==> src/design/fgmem_pkg.sv <==
// Constants, command codes and address map of the memory access block
// Assumes a link layer that decodes commands and byte transfers
package fgmem_pkg;

    // ==================================================================
    // Address map
    localparam logic [7:0] ADDR_SPECIAL_FEATURE = 8'h15;
    localparam logic [7:0] ADDR_EEPROM_CONTROL  = 8'h1f;
    localparam logic [7:0] ADDR_USER_FIRST      = 8'h20;
    localparam logic [7:0] ADDR_USER_LAST       = 8'h2f;
    localparam logic [7:0] ADDR_PARAM_FIRST     = 8'h60;
    localparam logic [7:0] ADDR_PARAM_LAST      = 8'h7f;
    localparam int         USER_BYTES           = 16;
    localparam int         PARAM_BYTES          = 32;

    // ==================================================================
    // Field positions
    localparam int BIT_PIN_SENSE   = 0;
    localparam int BIT_COPY_FLAG   = 7;
    localparam int BIT_LOCK_ENABLE = 6;
    localparam int BIT_PARAM_LOCK  = 1;
    localparam int BIT_USER_LOCK   = 0;

    // ==================================================================
    // Reset values and counts
    localparam logic PIN_SENSE_RESET   = 1'b1;
    localparam logic LOCK_ENABLE_RESET = 1'b0;
    localparam int   COPY_CYCLES       = 16;

    // ==================================================================
    // Commands from the link layer
    typedef enum logic [2:0] {
        FGMEM_CMD_READ   = 3'h0,
        FGMEM_CMD_WRITE  = 3'h1,
        FGMEM_CMD_COPY   = 3'h2,
        FGMEM_CMD_RECALL = 3'h3,
        FGMEM_CMD_LOCK   = 3'h4,
        FGMEM_CMD_OTHER  = 3'h5
    } fgmem_cmd_type;

    // Even address of a two-byte register
    function automatic logic is_word_msb(input logic [7:0] addr);
        case (addr)
            8'h02, 8'h04, 8'h08, 8'h0a, 8'h0c, 8'h0e, 8'h10, 8'h12,
            8'h16, 8'h18, 8'h1a, 8'hb0: is_word_msb = 1'b1;
            default:                    is_word_msb = 1'b0;
        endcase
    endfunction

endpackage

==> src/design/fgmem_pin_ctrl.sv <==
// Special feature register: sense and open-drain control of the pin
// Assumes the pin level input is synchronous to ref_clk_in
`timescale 1ns/10ps
module fgmem_pin_ctrl (
    // Clock and reset
    input  wire logic ref_clk_in,
    input  wire logic rst_in,
    // Register access
    input  wire logic wr_en_in,
    input  wire logic wr_bit_in,
    input  wire logic sleep_in,
    // Pin
    input  wire logic pin_in,
    output logic      pin_out,
    output logic      pin_oe_n_out
);

    logic pin_sense_control_reg;

    // ==================================================================
    // Control bit
    always_ff @(posedge ref_clk_in) begin
        if (rst_in || sleep_in) begin
            pin_sense_control_reg <= fgmem_pkg::PIN_SENSE_RESET;
        end else if (wr_en_in) begin
            pin_sense_control_reg <= wr_bit_in;
        end
    end

    // Driver on while bit is 0
    assign pin_out      = 1'b0;
    assign pin_oe_n_out = pin_sense_control_reg;
endmodule

==> src/design/fgmem_eeprom_block.sv <==
// One lockable EEPROM block: shadow RAM over nonvolatile cells
// Assumes the caller decodes addresses into the block's range
`timescale 1ns/10ps
module fgmem_eeprom_block #(
    parameter int BYTES       = 16,
    parameter int COPY_CYCLES = fgmem_pkg::COPY_CYCLES,
    parameter int AW          = $clog2(BYTES)
) (
    // Clock and reset
    input  wire logic          ref_clk_in,
    input  wire logic          rst_in,
    input  wire logic          factory_init_in,
    // Shadow access
    input  wire logic          wr_en_in,
    input  wire logic [AW-1:0] wr_addr_in,
    input  wire logic [7:0]    wr_data_in,
    input  wire logic [AW-1:0] rd_addr_in,
    output logic      [7:0]    rd_data_out,
    // Function commands
    input  wire logic          copy_in,
    input  wire logic          recall_in,
    input  wire logic          lock_in,
    output logic               busy_out,
    output logic               locked_out
);

    localparam int CW = $clog2(COPY_CYCLES + 1);

    logic [7:0]    shadow_mem [BYTES];
    logic [7:0]    cell_mem   [BYTES];
    logic          locked_reg;
    logic [CW-1:0] copy_count_reg;
    logic          wr_ok;

    generate
        if (COPY_CYCLES < 1 || COPY_CYCLES > 999 || BYTES < 2) begin : g_bad
            $error("Unsupported block size or copy time");
        end
    endgenerate

    assign busy_out    = (copy_count_reg != '0);
    assign locked_out  = locked_reg;
    assign rd_data_out = shadow_mem[rd_addr_in];
    assign wr_ok       = wr_en_in && !busy_out && !locked_reg;

    // ==================================================================
    // Shadow RAM, reloaded from cells at reset and on recall
    always_ff @(posedge ref_clk_in) begin
        if (rst_in || (recall_in && !busy_out)) begin
            for (int i = 0; i < BYTES; i++) begin
                shadow_mem[i] <= cell_mem[i];
            end
        end else if (wr_ok) begin
            shadow_mem[wr_addr_in] <= wr_data_in;
        end
    end

    // ==================================================================
    // Cells and lock survive reset
    always_ff @(posedge ref_clk_in) begin
        if (factory_init_in) begin
            for (int i = 0; i < BYTES; i++) begin
                cell_mem[i] <= 8'h00;
            end
        end else if (copy_count_reg == CW'(1)) begin
            for (int i = 0; i < BYTES; i++) begin
                cell_mem[i] <= shadow_mem[i];
            end
        end
    end

    always_ff @(posedge ref_clk_in) begin
        if (factory_init_in) begin
            locked_reg <= 1'b0;
        end else if (lock_in) begin
            locked_reg <= 1'b1;
        end
    end

    // ==================================================================
    // Copy timer
    always_ff @(posedge ref_clk_in) begin
        if (rst_in) begin
            copy_count_reg <= '0;
        end else if (copy_in && !busy_out) begin
            copy_count_reg <= CW'(COPY_CYCLES);
        end else if (busy_out) begin
            copy_count_reg <= copy_count_reg - CW'(1);
        end
    end

    // ==================================================================
    // Checks
    logic [AW-1:0] chk_addr_q;
    logic [7:0]    chk_old_q;
    logic          chk_refused_q;
    always_ff @(posedge ref_clk_in) begin
        chk_addr_q    <= wr_addr_in;
        chk_old_q     <= shadow_mem[wr_addr_in];
        chk_refused_q <= wr_en_in && (busy_out || locked_reg) && !rst_in
                         && !recall_in;
    end

    // Length of the current busy run
    logic [CW-1:0] chk_busy_len_q;
    always_ff @(posedge ref_clk_in) begin
        if (rst_in || !busy_out) begin
            chk_busy_len_q <= '0;
        end else begin
            chk_busy_len_q <= chk_busy_len_q + CW'(1);
        end
    end
endmodule

==> src/design/fgmem_top.sv <==
// Memory map, EEPROM access control and pin control of a fuel gauge
// Assumes a link layer giving command starts and byte accesses
`timescale 1ns/10ps
module fgmem_top #(
    parameter int COPY_CYCLES = fgmem_pkg::COPY_CYCLES
) (
    // Clock and reset
    input  wire logic                    ref_clk_in,
    input  wire logic                    rst_in,
    input  wire logic                    factory_init_in,
    // Commands from the link layer
    input  wire logic                    cmd_start_in,
    input  wire fgmem_pkg::fgmem_cmd_type cmd_code_in,
    input  wire logic [7:0]              cmd_addr_in,
    input  wire logic                    cmd_end_in,
    // Byte reads
    input  wire logic                    rd_en_in,
    input  wire logic [7:0]              rd_addr_in,
    output logic      [7:0]              rd_data_out,
    output logic                         rd_valid_out,
    // Byte writes
    input  wire logic                    wr_en_in,
    input  wire logic [7:0]              wr_addr_in,
    input  wire logic [7:0]              wr_data_in,
    // Other registers of the device
    output logic      [7:0]              ext_addr_out,
    input  wire logic [15:0]             ext_word_in,
    output logic                         ext_wr_out,
    output logic      [7:0]              ext_wr_addr_out,
    output logic      [7:0]              ext_wr_data_out,
    // Power mode and pin
    input  wire logic                    sleep_in,
    input  wire logic                    gp_pin_in,
    output logic                         gp_pin_out,
    output logic                         gp_pin_oe_n_out,
    // Status
    output logic                         copy_busy_out
);

    localparam int UAW = $clog2(fgmem_pkg::USER_BYTES);
    localparam int PAW = $clog2(fgmem_pkg::PARAM_BYTES);

    logic       lock_enable_reg;
    logic       latch_valid_reg;
    logic [6:0] latch_addr_reg;
    logic [7:0] latch_lsb_reg;
    logic [7:0] user_rd_data;
    logic [7:0] param_rd_data;
    logic       user_busy;
    logic       param_busy;
    logic       user_locked;
    logic       param_locked;
    logic       wr_user;
    logic       wr_param;
    logic       wr_special;
    logic       rd_user;
    logic       rd_param;
    logic       cmd_user;
    logic       cmd_param;
    logic       do_copy;
    logic       do_recall;
    logic       do_lock;
    logic [7:0] eeprom_reg_value;
    logic [7:0] rd_value;

    // ==================================================================
    // Address decode over the full byte space
    assign rd_user   = rd_addr_in >= fgmem_pkg::ADDR_USER_FIRST &&
                       rd_addr_in <= fgmem_pkg::ADDR_USER_LAST;
    assign rd_param  = rd_addr_in >= fgmem_pkg::ADDR_PARAM_FIRST &&
                       rd_addr_in <= fgmem_pkg::ADDR_PARAM_LAST;
    assign wr_user   = wr_en_in &&
                       wr_addr_in >= fgmem_pkg::ADDR_USER_FIRST &&
                       wr_addr_in <= fgmem_pkg::ADDR_USER_LAST;
    assign wr_param  = wr_en_in &&
                       wr_addr_in >= fgmem_pkg::ADDR_PARAM_FIRST &&
                       wr_addr_in <= fgmem_pkg::ADDR_PARAM_LAST;
    assign wr_special = wr_en_in &&
                       wr_addr_in == fgmem_pkg::ADDR_SPECIAL_FEATURE;
    assign cmd_user  = cmd_addr_in >= fgmem_pkg::ADDR_USER_FIRST &&
                       cmd_addr_in <= fgmem_pkg::ADDR_USER_LAST;
    assign cmd_param = cmd_addr_in >= fgmem_pkg::ADDR_PARAM_FIRST &&
                       cmd_addr_in <= fgmem_pkg::ADDR_PARAM_LAST;

    assign copy_busy_out = user_busy || param_busy;
    assign do_copy   = cmd_start_in && cmd_code_in == fgmem_pkg::FGMEM_CMD_COPY;
    assign do_recall = cmd_start_in &&
                       cmd_code_in == fgmem_pkg::FGMEM_CMD_RECALL &&
                       !copy_busy_out;
    assign do_lock   = cmd_start_in && lock_enable_reg &&
                       cmd_code_in == fgmem_pkg::FGMEM_CMD_LOCK;

    // ==================================================================
    // EEPROM blocks
    fgmem_eeprom_block #(
        .BYTES       (fgmem_pkg::USER_BYTES),
        .COPY_CYCLES (COPY_CYCLES)
    ) u_user_block (
        .ref_clk_in      (ref_clk_in),
        .rst_in          (rst_in),
        .factory_init_in (factory_init_in),
        .wr_en_in        (wr_user && !copy_busy_out),
        .wr_addr_in      (wr_addr_in[UAW-1:0]),
        .wr_data_in      (wr_data_in),
        .rd_addr_in      (rd_addr_in[UAW-1:0]),
        .rd_data_out     (user_rd_data),
        .copy_in         (do_copy && cmd_user && !copy_busy_out),
        .recall_in       (do_recall && cmd_user),
        .lock_in         (do_lock && cmd_user),
        .busy_out        (user_busy),
        .locked_out      (user_locked)
    );

    fgmem_eeprom_block #(
        .BYTES       (fgmem_pkg::PARAM_BYTES),
        .COPY_CYCLES (COPY_CYCLES)
    ) u_param_block (
        .ref_clk_in      (ref_clk_in),
        .rst_in          (rst_in),
        .factory_init_in (factory_init_in),
        .wr_en_in        (wr_param && !copy_busy_out),
        .wr_addr_in      (wr_addr_in[PAW-1:0]),
        .wr_data_in      (wr_data_in),
        .rd_addr_in      (rd_addr_in[PAW-1:0]),
        .rd_data_out     (param_rd_data),
        .copy_in         (do_copy && cmd_param && !copy_busy_out),
        .recall_in       (do_recall && cmd_param),
        .lock_in         (do_lock && cmd_param),
        .busy_out        (param_busy),
        .locked_out      (param_locked)
    );

    // ==================================================================
    // Special feature register
    fgmem_pin_ctrl u_pin_ctrl (
        .ref_clk_in   (ref_clk_in),
        .rst_in       (rst_in),
        .wr_en_in     (wr_special),
        .wr_bit_in    (wr_data_in[fgmem_pkg::BIT_PIN_SENSE]),
        .sleep_in     (sleep_in),
        .pin_in       (gp_pin_in),
        .pin_out      (gp_pin_out),
        .pin_oe_n_out (gp_pin_oe_n_out)
    );

    // ==================================================================
    // Lock enable: set by write, cleared by the following command
    always_ff @(posedge ref_clk_in) begin
        if (rst_in) begin
            lock_enable_reg <= fgmem_pkg::LOCK_ENABLE_RESET;
        end else if (wr_en_in &&
                     wr_addr_in == fgmem_pkg::ADDR_EEPROM_CONTROL &&
                     wr_data_in[fgmem_pkg::BIT_LOCK_ENABLE]) begin
            lock_enable_reg <= 1'b1;
        end else if (cmd_start_in) begin
            lock_enable_reg <= 1'b0;
        end
    end

    always_comb begin
        eeprom_reg_value = 8'h00;
        eeprom_reg_value[fgmem_pkg::BIT_COPY_FLAG]   = copy_busy_out;
        eeprom_reg_value[fgmem_pkg::BIT_LOCK_ENABLE] = lock_enable_reg;
        eeprom_reg_value[fgmem_pkg::BIT_PARAM_LOCK]  = param_locked;
        eeprom_reg_value[fgmem_pkg::BIT_USER_LOCK]   = user_locked;
    end

    // ==================================================================
    // Word latch: MSB read captures the LSB byte for the command
    always_ff @(posedge ref_clk_in) begin
        if (rst_in || cmd_start_in || cmd_end_in) begin
            latch_valid_reg <= 1'b0;
            latch_addr_reg  <= 7'h00;
            latch_lsb_reg   <= 8'h00;
        end else if (rd_en_in && fgmem_pkg::is_word_msb(rd_addr_in)) begin
            latch_valid_reg <= 1'b1;
            latch_addr_reg  <= rd_addr_in[7:1];
            latch_lsb_reg   <= ext_word_in[7:0];
        end
    end

    assign ext_addr_out = {rd_addr_in[7:1], 1'b0};

    // ==================================================================
    // Read data mux
    always_comb begin
        if (rd_addr_in == fgmem_pkg::ADDR_SPECIAL_FEATURE) begin
            rd_value = {7'h00, gp_pin_in};
        end else if (rd_addr_in == fgmem_pkg::ADDR_EEPROM_CONTROL) begin
            rd_value = eeprom_reg_value;
        end else if (rd_user) begin
            rd_value = user_rd_data;
        end else if (rd_param) begin
            rd_value = param_rd_data;
        end else if (!rd_addr_in[0]) begin
            rd_value = ext_word_in[15:8];
        end else if (latch_valid_reg &&
                     latch_addr_reg == rd_addr_in[7:1]) begin
            rd_value = latch_lsb_reg;
        end else begin
            rd_value = ext_word_in[7:0];
        end
    end

    always_ff @(posedge ref_clk_in) begin
        if (rst_in) begin
            rd_data_out  <= 8'h00;
            rd_valid_out <= 1'b0;
        end else begin
            rd_data_out  <= rd_en_in ? rd_value : rd_data_out;
            rd_valid_out <= rd_en_in;
        end
    end

    // ==================================================================
    // Writes to the rest of the map
    always_ff @(posedge ref_clk_in) begin
        if (rst_in) begin
            ext_wr_out      <= 1'b0;
            ext_wr_addr_out <= 8'h00;
            ext_wr_data_out <= 8'h00;
        end else begin
            ext_wr_out      <= wr_en_in && !wr_user && !wr_param && !wr_special
                               && wr_addr_in != fgmem_pkg::ADDR_EEPROM_CONTROL;
            ext_wr_addr_out <= wr_en_in ? wr_addr_in : ext_wr_addr_out;
            ext_wr_data_out <= wr_en_in ? wr_data_in : ext_wr_data_out;
        end
    end
endmodule

==> config.mk <==
export PLATFORM = sky130hd
export DESIGN_NAME = fgmem_top
export DESIGN_NICKNAME = d
export VERILOG_FILES = /design/src/design/fgmem_pkg.sv /design/src/design/fgmem_pin_ctrl.sv /design/src/design/fgmem_eeprom_block.sv /design/src/design/fgmem_top.sv
export SDC_FILE = /design/constraint.sdc
export NUM_CORES = 1
export LEC_CHECK = 0
export BUFFER_PORTS_ARGS = -buffer_cell sky130_fd_sc_hd__buf_4
export CAP_MARGIN = 20
export CELL_PAD_IN_SITES_DETAIL_PLACEMENT = 2
export CELL_PAD_IN_SITES_GLOBAL_PLACEMENT = 2
export CORE_ASPECT_RATIO = 0.75
export CORE_MARGIN = 1.5
export CORE_UTILIZATION = 47
export DETAILED_ROUTE_END_ITERATION = 8
export GPL_TIMING_DRIVEN = 1
export PLACE_DENSITY = 0.82
export SLEW_MARGIN = 30
export SYNTH_ARGS = -nofsm -noshare
export SYNTH_HDL_FRONTEND = slang
export SYNTH_SLANG_ARGS = --single-unit
==> constraint.sdc <==
create_clock -name ref_clk_in -period 5.3 [get_ports ref_clk_in]
set_input_delay 0.265 -clock ref_clk_in [delete_from_list [all_inputs] [get_ports ref_clk_in]]
set_output_delay 0.265 -clock ref_clk_in [all_outputs]
set_load 0.03 [all_outputs]
# == After elaboration in Yosys (flattened, before gate mapping) ==
# Memories as Yosys holds them, arrays and structs flattened.
# Cells that the tools add are included.
# W data, S select, Z words.
# totals
ram_bits,768
reg_bits,56
output_inout_bits,37
memories,4
# mem_list
memory,depth,word_bits,read_ports,rd_clocked_by_memory_dff,write_ports,line_no,source
u_param_block.cell_mem,32,8,32,0,32,fgmem_eeprom_block.sv:30,logic [7:0] cell_mem [BYTES];
u_param_block.shadow_mem,32,8,33,0,32,fgmem_eeprom_block.sv:29,logic [7:0] shadow_mem [BYTES];
u_user_block.cell_mem,16,8,16,0,16,fgmem_eeprom_block.sv:30,
u_user_block.shadow_mem,16,8,17,0,16,fgmem_eeprom_block.sv:29,
# op_classes
n_mux,86
n_eq_ne,23
order_cmp,12
bitwise,48
reduce_logical,64
add_sub_neg,2
# ops
operator,count
$mux W8,56
$eq A8 B5 Y1 const B,9
$or A1 B1 Y1,48
$logic_and A1 B1 Y1,40
$eq A8 B4 Y1 const B,4
$mux W5,5
$ge A8 B6 Y1 const B,3
$ge A8 B7 Y1 const B,3
$le A8 B6 Y1 const B,3
$le A8 B7 Y1 const B,3
$mux W1,24
$reduce_or A8 Y1,2
$reduce_or A12 Y1,1
$eq A5 B1 Y1 const B,2
$reduce_bool A5 Y1,2
$sub A5 B1 Y5 const B,2
$eq A8 B2 Y1 const B,1
$eq A8 B3 Y1 const B,1
$eq A8 B8 Y1 const B,1
$logic_not A1 Y1,8
$ne A8 B5 Y1 const B,1
$eq A7 B7 Y1,1
$eq A3 B2 Y1 const B,2
$logic_or A1 B1 Y1,6
4 further kinds,7

# == Depth between registers and ports, before layout ==
# logic_depth
depth_word,11
ltp_mapped,10
ltp_nobuf,8

# == Modules after synthesis ==
# From an unflattened synthesis, not the netlist that was laid out.
# hier_totals
cells_unflattened,2323
area_unflattened_um2,37400.9
# modules_own_cells
mod,n_inst,cells_per_inst,area_per_inst_um2
fgmem_eeprom_block at u_param_block,1,1317,23057.1
fgmem_eeprom_block at u_user_block,1,691,11782.6
fgmem_top,1,309,2512.4
fgmem_pin_ctrl,1,6,48.8

# == Worst setup path after synthesis ==
# Ideal clock, no wire load.
# synth_timing
path_type,input to register
from,in factory_init_in
to,"mem u_param_block.cell_mem[0][0], enable pin"
setup_slack_ns,0.613
n_path_buf,2
path_stages,3
arrival_ns,4.160
setup_time_ns,0.527
cell_sequence,clkbuf_1 > buf_1 > a31o_2
# synth_lines
item,line_no,source
start: declaration,fgmem_top.sv:10,"input wire logic factory_init_in,"
end: declaration,fgmem_eeprom_block.sv:30,

==> out/metrics.yaml <==
cts_buffer_depth: 3
cts_buffers: 83
largestRegisters: "u_param_block.cell_mem: 256 flops, u_param_block.shadow_mem: 256 flops"
fillers: 6927
post-route-period-util: 0.7245
vias: 22070
numPortBuffers: 90
ys_seq_elements: 824
max_stage_delay_ns: 0.56
synth_common_cells: "768 x edfxtp_1, 282 x mux2_1, 233 x and2_1"
cp-end-kind: "register"
cp.arrival_ns: 4.13
clk_pin_slew_ns: 0.07
wl_met1_mm: 49.32
combPwrFrac: 0.157
rsz0062_at_grt: "no"
max_slew_margin: 0.2886
hold_viol_final: 0
path_cells: "inv_1 > ha_1 > nor4b_4 > a41oi_4 > buf_4 > and4b_4 > buf_12 > and3_1 > nand2b_1"
wirelength_mm: 121.8
synth_warnings: 0
die_h_um: 248.8
rrSetupSlack_ns: 1.46
hpwl_mm: 75.02
min-delay-start: "cmd_code_in[0]"
ctsResizeCount: 0
place_ws_ns: 1.600
p_per_area_nw_per_um2: 432.7
setup_tns_ns: 0
finalNetCount: 2477
worst_slack_ns: 1.460
cap_viol_max_count: 0
io_pins: 97
p_int_mw: 13.18
grt_pass1_vias: 24050
ys_types: 79
grt_first_pass_wirelength_mm: 174.7
h-tree-depth: 3
drtPass1Iterations: 5
top_layer_used: "met5"
status: "completed"
skew_ns: 0.03429
leakagePower_nw: 15.33
drv_slew: 0
cts_tree: "done"
swShare: 0.2758
worst-r2r-cell-count: 9
cts_sinks: 824
peakVddDrop_uv: 253.3
grt_overflow: 0
area_growth_pct: 11.10
die_x_um: 330.7
holdPathStages: 3
timing.fmax_mhz: 260.4
grt_max_degree: 121
rr_endpoint: "u_param_block.shadow_mem[27][7]"
dpl_cell_area_um2: 39310
r2r-start: "u_param_block.copy_count_reg[0]"
worstMarginPinSlew_ns: 1.065
worstPathRequired_ns: 5.59
async_flop_share: 0
min_to: "u_user_block.copy_count_reg[0]"
cts-root-buf: "clkbuf_16"
period_minus_slack_ns: 3.840
wire_per_inst_um: 34.54
critPathKind: "reg2reg"
drive_gt1_frac: 0.1946
clk_latency_ns: 0.68
drt_iter0_drc: 1950
whs_ns: 0.02517
p_seq_frac: 0.519
coreArea_um2: 79170
met3_length_mm: 9.038
antenna_found_initial: 15
wl_met2_mm: 58.95
gr-usage-all-layers: 0.2974
synth_edf_count: 768
start_kind: "register"
cp_max_fo: 33
synth_area_um2: 37860
ys_seq_area_frac: 0.6388
syn_inst: 2371
num_rows: 89
cp_top_family: "simple AND/OR/NAND/NOR gates"
gp_congestion: 0.8570
ys.flop_type: "edfxtp_1"
cp_num_buf_inv: 3
switching_power_mw: 5.019
clkPwrFrac: 0.324
report.final.setup_viol: 0
hold_path.class: "in2reg"
route.detailed.drc: 0
synth_top_area_frac: 0.6092
stdcell_area_um2: 42060
syn_area_per_cell_um2: 15.97
worst_path_max_delay_cell: "buf_4"
netlist_top_cells_area: "edfxtp_1 61%, mux2_1 8.4%, mux4_2 4.9%, and2_1 3.9%, mux2_4 3.2%"
viasPerCell: 6.260
start_util: 0.4782
final_antenna_net_count: 0
post-synth-top-count-cell: "edfxtp_1"
dieArea_um2: 82280
synth_top_area_cell: "edfxtp_1"
==> how the worst max path moves through the flow <==
stage / start / endpoint / slack, ns / cells past startpoint
3_5_place_dp: u_param_block.copy_count_reg[0] / u_param_block.shadow_mem[27][3] / 1.60 / 9
5_1_grt: u_param_block.copy_count_reg[0] / u_param_block.shadow_mem[27][7] / 1.38 / 9
6_report: u_param_block.copy_count_reg[0] / u_param_block.shadow_mem[27][7] / 1.46 / 9
3_3_place_gp: u_param_block.copy_count_reg[0] / u_param_block.shadow_mem[27][4] / 1.76 / 9
4_1_cts: u_param_block.copy_count_reg[0] / u_param_block.shadow_mem[27][7] / 1.52 / 9
2_1_floorplan: factory_init_in / u_param_block.cell_mem[0][0] / 0.61 / 3
==> cells in the final DEF, fill, tap and decap left out, drive strengths merged, types with 6 or more instances in the layout <==
master / instances
a21oi: 11
a22oi: 13
and2: 233
and3: 14
buf: 114
clkbuf: 115
clkinv: 28
dfxtp: 56
dlygate4sd3: 16
edfxtp: 768
ha: 6
inv: 14
mux2: 388
mux2i: 82
mux4: 82
nand2: 58
nand2b: 26
nand3: 48
nor2: 74
nor2b: 174
nor3: 23
nor4b: 6
o211ai: 8
o21ai: 13
o22ai: 8
xnor2: 9
==> stage by stage <==
stage / power, mW / cells / util
after floorplan: 11.11 / 2372 / -
after global placement: 11.93 / 3356 / 0.4964
after detailed placement: 12.32 / 3356 / 0.4964
after CTS: 18.24 / 3523 / 0.5312
after global routing: 18.75 / 3524 / 0.5312
final: 18.20 / 3525 / 0.5312
==> tightest hold or removal path, stage by stage <==
cell,delay (ns)
buf_4,0.10
nor4b_1,0.09
nor3_1,0.17
==> cell families (layout without fill, tap and decap cells) <==
logic type	after synthesis	after routing	synth area share
DFF	824	824	0.6388
muxes	552	552	0.1938
AOI/OAI and AO/OA	100	100	0.01970
other	1	4	0.00009905
adders and majority gates	6	6	0.001983
xor gates and xnor gates	13	13	0.003007
buffers and inverters	188	293	0.02459
and+or+nand+nor	687	687	0.1181
==> final cells by class <==
type                       count  area (um^2)  area share
antenna                        2        5.005   0.0001190
clock buffer                 114         2256     0.05364
inverter                      11        41.29   0.0009817
clock inverter                37        334.1    0.007943
timing repair buffer         131         1109     0.02636
tap                         1046         1309     0.03112
sequential                   824        24180      0.5750
multi-input combinational   1360        12820      0.3049
==> power groups by stage <==
| stage | registers [mW] | clock network [mW] | logic [mW] |
|---|---|---|---|
| after floorplan | 9.30 | 0 | 1.81 |
| after global placement | 9.36 | 0 | 2.57 |
| after detailed placement | 9.53 | 0 | 2.80 |
| after CTS | 9.44 | 5.94 | 2.86 |
| after global routing | 9.54 | 6.18 | 3.03 |
| final | 9.45 | 5.90 | 2.86 |
==> routing by layer <==
metal / track usage / vias to the layer above
met5: 0 / -
met1: 0.3910 / 11910
met2: 0.4824 / 941
li1: - / 8978
met3: 0.06777 / 234
met4: 0.1076 / 10
==> repair_timing <==
item                                   4_1_cts  5_1_grt
endpoints found under the hold margin       16        0
hold buffers                                16        0
setup buffers                                0        0
(Power assumes the default switching activity.)
